--- config.mk ---
export PLATFORM = sky130hd
export DESIGN_NAME = clc_regs
export DESIGN_NICKNAME = d
export VERILOG_FILES = /design/src/hw/clc_pkg.sv /design/src/hw/clc_regs.sv
export SDC_FILE = /design/constraint.sdc
export NUM_CORES = 1
export LEC_CHECK = 0
export BUFFER_PORTS_ARGS = -buffer_cell sky130_fd_sc_hd__buf_4
export CAP_MARGIN = 15
export CORE_ASPECT_RATIO = 0.8
export CORE_MARGIN = 10
export CORE_UTILIZATION = 65
export CTS_CLUSTER_DIAMETER = 60
export DETAILED_ROUTE_END_ITERATION = 8
export MAX_ROUTING_LAYER = met4
export PLACE_DENSITY_LB_ADDON = 0.05
export SKIP_LAST_GASP = 1
export SYNTH_ARGS = -nofsm -noshare
export SYNTH_HDL_FRONTEND = slang
export SYNTH_SLANG_ARGS = --single-unit
--- constraint.sdc ---
create_clock -name ref_clk_i -period 3.69 [get_ports ref_clk_i]
set_clock_uncertainty 0.15 [all_clocks]
set_input_delay 0.738 -clock ref_clk_i [delete_from_list [all_inputs] [get_ports ref_clk_i]]
set_output_delay 0.738 -clock ref_clk_i [all_outputs]
set_load 0.05 [all_outputs]
--- src/hw/clc_pkg.sv ---
// How it works
// Register 00h charge voltage, default A0h
// Charge voltage code: 6.80 V plus 10 mV
// Register 01h: bit7 hi-Z, bit6 pin-limit
// High-impedance enable resets to zero
// Pin current-limit enable defaults to one
// Fast charge code bits 5:0, 50 mA
// Fast charge code clamped 100..2200 mA
// Register 02h default 85h, split restore
// Autoreload bit restores input limit field
// Bit6 of 02h switches discharge load
// Bit5 of 02h suppresses out-of-audio
// Input limit code: 3.9 V plus 100 mV
// Input limit codes above 10h clamp
// Watchdog expiry restores watchdog-reset fields
// Undefined register offset gets NACK, idle
// Reads return stored bits, not clamped
// Detection-done pulse triggers input-limit reload
package clc_pkg;
	// Serial port slave address
	localparam logic [6:0] SLAVE_ADDR = 7'h6b;
	// Register offsets and count
	localparam logic [7:0] OFS_VOLT = 8'h00;
	localparam logic [7:0] OFS_CURR = 8'h01;
	localparam logic [7:0] OFS_VIN = 8'h02;
	localparam logic [7:0] REG_COUNT = 8'h03;
	// Reset values
	localparam logic [7:0] VOLT_RST = 8'ha0;
	localparam logic [7:0] CURR_RST = 8'h54;
	localparam logic [7:0] VIN_RST = 8'h85;
	// Field positions
	localparam int HI_IMP_BIT = 7;
	localparam int PINLIM_BIT = 6;
	localparam int RELOAD_BIT = 7;
	localparam int DISCHG_BIT = 6;
	localparam int OOA_BIT = 5;
	// Saturation limits of the regulation targets
	localparam logic [5:0] FAST_CODE_MAX = 6'h2c;
	localparam logic [5:0] FAST_CODE_MIN = 6'h02;
	localparam logic [4:0] VIN_MAX = 5'h10;
	// Bit counts on the serial port
	localparam logic [3:0] BYTE_BITS = 4'h8;
	localparam logic [3:0] LAST_BIT = 4'h7;

	// Serial port states
	typedef enum logic [2:0] {
		ST_IDLE,
		ST_ADDR,
		ST_REG,
		ST_WDATA,
		ST_ACK,
		ST_RDATA,
		ST_MACK
	} clc_st_t;

	// Regulation targets handed to the analog side
	typedef struct packed {
		logic [7:0] charge_voltage_code;
		logic high_impedance_enable;
		logic current_pin_limit_enable;
		logic [5:0] fast_charge_current_code;
		logic input_voltage_limit_autoreload;
		logic battery_discharge_load_enable;
		logic out_of_audio_disable;
		logic [4:0] input_voltage_limit_code;
	} clc_cfg_t;

	// Whole state of the block
	typedef struct packed {
		clc_st_t st;
		clc_st_t nx;
		logic scl_p;
		logic sda_p;
		logic [7:0] sh;
		logic [3:0] cnt;
		logic [7:0] ptr;
		logic oe;
		logic [7:0] volt;
		logic [7:0] curr;
		logic [7:0] vin;
		clc_cfg_t cfg;
	} clc_state_t;

	localparam clc_cfg_t CFG_RST = '{VOLT_RST, 1'b0, 1'b1, 6'h14, 1'b1, 1'b0, 1'b0, 5'h05};
	localparam clc_state_t STATE_RST = '{ST_IDLE, ST_IDLE, 1'b1, 1'b1, 8'h00, 4'h0, 8'h00, 1'b0,
		VOLT_RST, CURR_RST, VIN_RST, CFG_RST};
endpackage

--- src/hw/clc_regs.sv ---
`timescale 1ns/100ps
module clc_regs import clc_pkg::*; (
	input wire logic ref_clk_i, // 40 MHz clock
	input wire logic rst_n_i, // Async reset, active low
	input wire logic scl_i, // Serial clock from host
	input wire logic sda_i, // Serial data line level
	output logic sda_o, // Serial data drive value
	output logic sda_oe_o, // High while pulling data low
	input wire logic soft_reset_i, // Register soft reset pulse
	input wire logic wdog_expire_i, // Watchdog expiry pulse
	input wire logic detect_done_i, // Source detection done pulse
	output clc_cfg_t cfg_o // Saturated regulation targets
);
	clc_state_t q, d; // Registered state and its next value
	logic rise, fall, start, stop; // Bus events

	// Read decode, used when loading any read byte
	function automatic logic [7:0] rd_byte(input clc_state_t s, input logic [7:0] a);
		case (a)
			OFS_VOLT: rd_byte = s.volt;
			OFS_CURR: rd_byte = s.curr;
			OFS_VIN: rd_byte = s.vin;
			default: rd_byte = 8'h00; // Past the map reads zero
		endcase
	endfunction

	// Bus edge and condition detection
	always_comb begin
		rise = scl_i & ~q.scl_p;
		fall = ~scl_i & q.scl_p;
		start = scl_i & q.scl_p & q.sda_p & ~sda_i;
		stop = scl_i & q.scl_p & ~q.sda_p & sda_i;
	end

	// Next state: serial port, then register events, then targets
	always_comb begin
		d = q;
		d.scl_p = scl_i;
		d.sda_p = sda_i;
		if (start) begin
			// Start or repeated start always restarts the address phase
			d.st = ST_ADDR;
			d.cnt = 4'h0;
			d.oe = 1'b0;
		end else if (stop) begin
			d.st = ST_IDLE;
			d.oe = 1'b0;
		end else begin
			case (q.st)
				ST_ADDR, ST_REG, ST_WDATA: begin
					if (rise && q.cnt < BYTE_BITS) begin
						// Shift in, MSB first
						d.sh = {q.sh[6:0], sda_i};
						d.cnt = 4'(q.cnt + 4'h1);
					end else if (fall && q.cnt == BYTE_BITS) begin
						d.cnt = 4'h0;
						d.st = ST_ACK;
						d.oe = 1'b1;
						if (q.st == ST_ADDR) begin
							// Foreign address: stay off the bus
							if (q.sh[7:1] != SLAVE_ADDR) begin
								d.st = ST_IDLE;
								d.oe = 1'b0;
							end
							d.nx = q.sh[0] ? ST_RDATA : ST_REG;
						end else if (q.st == ST_REG) begin
							d.ptr = q.sh;
							d.nx = ST_WDATA;
							if (q.sh >= REG_COUNT) begin
								d.st = ST_IDLE;
								d.oe = 1'b0;
							end
						end else begin
							// Data write with auto-increment for multi-write
							d.nx = ST_WDATA;
							d.ptr = 8'(q.ptr + 8'h01);
							case (q.ptr)
								OFS_VOLT: d.volt = q.sh;
								OFS_CURR: d.curr = q.sh;
								OFS_VIN: d.vin = q.sh;
								default: begin
									d.st = ST_IDLE;
									d.oe = 1'b0;
								end
							endcase
						end
					end
				end
				ST_ACK, ST_MACK: begin
					// Host NACK on a read ends the transfer
					if (q.st == ST_MACK && rise && sda_i) begin
						d.st = ST_IDLE;
					end else if (fall) begin
						d.st = q.nx;
						d.oe = 1'b0;
						if (q.nx == ST_RDATA || q.st == ST_MACK) begin
							d.st = ST_RDATA;
							d.sh = rd_byte(q, q.ptr);
							// Bit count restarts per byte, else a second read byte ends early
							d.cnt = 4'h0;
							d.oe = ~d.sh[7];
							d.ptr = 8'(q.ptr + 8'h01);
						end
					end
				end
				ST_RDATA: begin
					// Change data on the falling edge, host samples on rise
					if (fall) begin
						if (q.cnt == LAST_BIT) begin
							d.st = ST_MACK;
							d.oe = 1'b0;
						end else begin
							d.sh = {q.sh[6:0], 1'b0};
							d.oe = ~q.sh[6];
							d.cnt = 4'(q.cnt + 4'h1);
						end
					end
				end
				default: d.st = ST_IDLE;
			endcase
		end
		// Resets act after a same-cycle write, so they win over it
		if (soft_reset_i) begin
			d.volt = VOLT_RST;
			d.curr = CURR_RST;
			d.vin = VIN_RST;
		end else begin
			if (wdog_expire_i) begin
				// Low six bits of 02h survive the watchdog
				d.volt = VOLT_RST;
				d.curr = CURR_RST;
				d.vin[7:6] = VIN_RST[7:6];
			end
			if (detect_done_i && d.vin[RELOAD_BIT]) begin
				d.vin[4:0] = VIN_RST[4:0];
			end
		end
		// Targets: clamp applied here only, stored bits untouched
		d.cfg.charge_voltage_code = q.volt;
		d.cfg.high_impedance_enable = q.curr[HI_IMP_BIT];
		d.cfg.current_pin_limit_enable = q.curr[PINLIM_BIT];
		d.cfg.fast_charge_current_code = (q.curr[5:0] > FAST_CODE_MAX) ? FAST_CODE_MAX :
			(q.curr[5:0] < FAST_CODE_MIN) ? FAST_CODE_MIN : q.curr[5:0];
		d.cfg.input_voltage_limit_autoreload = q.vin[RELOAD_BIT];
		d.cfg.battery_discharge_load_enable = q.vin[DISCHG_BIT];
		d.cfg.out_of_audio_disable = q.vin[OOA_BIT];
		d.cfg.input_voltage_limit_code = (q.vin[4:0] > VIN_MAX) ? VIN_MAX : q.vin[4:0];
	end

	// State register
	always_ff @(posedge ref_clk_i or negedge rst_n_i) begin
		if (!rst_n_i) begin
			q <= STATE_RST;
		end else begin
			q <= d;
		end
	end

	// Open-drain: only ever pulls low
	assign sda_o = 1'b0;
	assign sda_oe_o = q.oe;
	assign cfg_o = q.cfg;
endmodule

==> flow_metrics.env <==
export IMPL_hold_depth=0
export IMPL_row_count=25
export IMPL_die_x_um=109.1
export IMPL_die_area_mm2=0.009962
export IMPL_ff2ff_path_depth=5
export IMPL_clock_path_buffers=2
export IMPL_holdBufCountCts=0
export IMPL_numPortBuffers=31
export IMPL_grt_max_degree=78
export IMPL_required_ns=3.83
export IMPL_nNetsFinal=423
export IMPL_path_class="register to register"
export IMPL_vias=3221
export IMPL_numCtsBuffers=9
export IMPL_final_area_mm2=0.004413
export IMPL_seq_area_frac_synth_pct=47.20
export IMPL_grt_pass1_vias=3128
export IMPL_finalCriticalPeriod_ns=2.723
export IMPL_rrSetupSlack_ns=0.97
export IMPL_drt_iter0_markers=349
export IMPL_layout_setup_ws_ns=0.9672
export IMPL_stdcell_count=496
export IMPL_viasPerCell=6.494
export IMPL_wl_met2_mm=4.170
export IMPL_area_growth_pct=6.846
export IMPL_cp_slowest_stage_delay_ns=0.76
export IMPL_end_kind="register"
export IMPL_first_pass_iters=6
export IMPL_clkSinkCount=77
export IMPL_power_leakage_nw=2.010
export IMPL_clock_fmax_mhz=367.3
export IMPL_post_cts_buffers=0
export IMPL_vdd_drop_max_mv=0.3438
export IMPL_synthCells=411
export IMPL_dpl_hpwl_mm=6.869
export IMPL_r2r_start="q[75]"
export IMPL_cp_max_fo=20
export IMPL_synth_async_reset_ratio_pct=100.0
export IMPL_start_kind="register"
export IMPL_max_slew_margin_rel_pct=38.94
export IMPL_clk_pin_slew_ns=0.09
export IMPL_highest_layer="met4"
export IMPL_min_to="cfg_o[7]"
export IMPL_ys_types=64
export IMPL_route_detailed_drc=0
export IMPL_fin_crit_sh_pct=73.79
export IMPL_final_util_pct=73.10
export IMPL_maxCapViolations=0
export IMPL_synth_seq_cells=77
export IMPL_die_h_um=91.30
export IMPL_path_buf_inv=0
export IMPL_synthFlopType="dfrtp_1"
export IMPL_cts_resized=0
export IMPL_core_area_mm2=0.006037
export IMPL_dp_cells=480
export IMPL_syn_area_per_cell_um2=10.05
export IMPL_worstHoldStart="d[7]"
export IMPL_dpl_cell_area_mm2=0.004209
export IMPL_dr_wl_met3_mm=1.029
export IMPL_hold_path_class="register to register"
export IMPL_worst_slew_pin_slew_ns=0.9159
export IMPL_run_status="finished, final reports clean"
export IMPL_cpMaxStageDelayCell="dfrtp_1"
export IMPL_drt_wl_total_mm=9.798
export IMPL_synth_edf_count=0
export IMPL_gp_routability_congestion=0.9471
export IMPL_syn_num_nets=424
export IMPL_critPathArrivalTime_ns=2.86
export IMPL_cp_top_family="simple AND/OR/NAND/NOR gates"
export IMPL_clk_latency_ns=0.36
export IMPL_syn_area_mm2=0.004130
export IMPL_h_tree_depth=3
export IMPL_route_layer_met1_wl_mm=4.405
export IMPL_root_buffer="clkbuf_8"
export IMPL_slew_viol_final=0
export IMPL_power_density_mw_per_mm2=623.1
export IMPL_drive_above_1_share_pct=21.93
export IMPL_track_usage_pct=20.91
export IMPL_initial_core_util_pct=68.41
export IMPL_overflow=0
export IMPL_ios=33
export IMPL_antennaDiodeCount=0
export IMPL_drtAntennaViolNets=0
export IMPL_setup_viol=0
export IMPL_ys_warn_count=0
export IMPL_setup_tns_ns=0
export IMPL_post_drt_wl_per_cell_um=19.75
export IMPL_antenna_found_initial=0
export IMPL_final_hold_violation_count=0
export IMPL_grt_pass1_wl_mm=16.37
export IMPL_cts_tree="yes"
export IMPL_rsz0062_at_grt="false"
export IMPL_r2r_end="q[28]"
export IMPL_pre_cts_slack_ns=0.7874
export IMPL_path_cells="nand2_1 -> nor4b_4 -> nand3_2 -> or3b_2 -> a21oi_1"
## flip-flops by register name (all words and copies together), names as in the netlist
register	flops
q	39
cfg_o	24
d	13
sda_oe_o	1
## Yosys cell counts, types with 3 or more instances
cell	count	share of area (%)
a32oi_1	4	0.85
nand3_2	3	0.73
inv_1	14	1.3
ha_1	6	1.8
and3b_1	3	0.64
o21ai_0	18	2.2
or2_2	4	0.61
nand3_1	9	1.1
dfstp_2	18	11
a222oi_1	8	1.9
buf_4	25	4.5
and2_1	4	0.61
o22ai_1	5	0.76
o211ai_1	5	0.91
nor2_1	41	3.7
mux2_2	7	1.9
mux2i_1	21	5.1
nand2b_1	7	1.1
a21o_1	3	0.55
o2bb2ai_1	4	0.85
nand4_1	5	0.76
dfrtp_1	59	36
a211o_1	4	0.85
or3_1	3	0.45
buf_2	3	0.36
clkbuf_1	16	1.5
o31ai_1	3	0.55
nor3_1	8	0.97
nor2b_1	11	1.7
a21oi_1	13	1.6
nand2_1	31	2.8
nor3b_1	3	0.55
o21a_1	3	0.55
## cell type report
type,count,area [um^2]
clock buffer,9,123.9
tap,81,101.3
multi-input combinational,274,1851
inverter,14,52.55
sequential,77,1949
fill,410,1624
clock inverter,7,80.08
timing repair buffer,34,255.2
## per-stage QoR
step / hold WS, ns / power [mW]
2_1_floorplan: 0.2101 / 1.784
3_3_place_gp: 0.2189 / 2.044
3_5_place_dp: 0.2199 / 2.059
4_1_cts: 0.2270 / 2.722
5_1_grt: 0.2275 / 2.899
6_report: 0.2327 / 2.750
## layout by cell type, fill, tap and decap left out, types with 3 or more instances in the layout
| cell | instances |
|---|---|
| nor3b_1 | 3 |
| a222oi_1 | 8 |
| o21ai_0 | 18 |
| and2_1 | 4 |
| nor2b_1 | 11 |
| buf_4 | 34 |
| o21a_1 | 3 |
| nand3_2 | 3 |
| a21o_1 | 3 |
| nand2b_1 | 7 |
| mux2i_1 | 21 |
| inv_1 | 14 |
| nand4_1 | 5 |
| nor3_1 | 8 |
| clkbuf_8 | 9 |
| or2_2 | 4 |
| nor2_1 | 41 |
| o22ai_1 | 5 |
| o2bb2ai_1 | 4 |
| a32oi_1 | 4 |
| or3_1 | 3 |
| mux2_2 | 7 |
| inv_6 | 3 |
| o31ai_1 | 3 |
| nand3_1 | 9 |
| nand2_1 | 31 |
| ha_1 | 6 |
| and3b_1 | 3 |
| dfstp_2 | 18 |
| a21oi_1 | 13 |
| a211o_1 | 4 |
| o211ai_1 | 5 |
| dfrtp_1 | 59 |
## power breakdown
part           internal, mW  switching (mW)  total (mW)
sequential            0.932           0.227        1.16
clock                 0.323           0.344       0.667
combinational         0.376           0.547       0.923
## kinds of logic after synthesis
group,synth area share [%]
DFF,47.20
other,0.09079
adders and majority gates,1.818
and+or+nand+nor,19.05
AOI/OAI and AO/OA,16.42
muxes,6.998
buffers and inverters,7.997
xor gates and xnor gates,0.4242
## per-layer routing
| metal | vias to the layer above | global-route usage (%) |
|---|---|---|
| met4 | 0 | 6.469 |
| li1 | 1456 | - |
| met1 | 1570 | 29.20 |
| met5 | - | - |
| met2 | 171 | 28.79 |
| met3 | 24 | 5.508 |
## worst max-delay path by stage
| stage | slack (ns) | cells after the start | endpoint | startpoint |
|---|---|---|---|---|
| 4_1_cts | 1.01 | 5 | q[28] | q[70] |
| 3_3_place_gp | 0.84 | 6 | q[28] | scl_i |
| 2_1_floorplan | 1.26 | 5 | q[74] | scl_i |
| 6_report | 0.97 | 5 | q[28] | q[75] |
| 5_1_grt | 0.78 | 5 | q[28] | q[75] |
| 3_5_place_dp | 0.79 | 6 | q[28] | scl_i |
## worst register-to-register path, stage by stage, from the launching register on
cell and delay, ns:
dfrtp_1 0.76, nand2_1 0.24, nor4b_4 0.53, nand3_2 0.31, or3b_2 0.52, a21oi_1 0.15
Note: power is estimated with default switching activity, not from simulation.
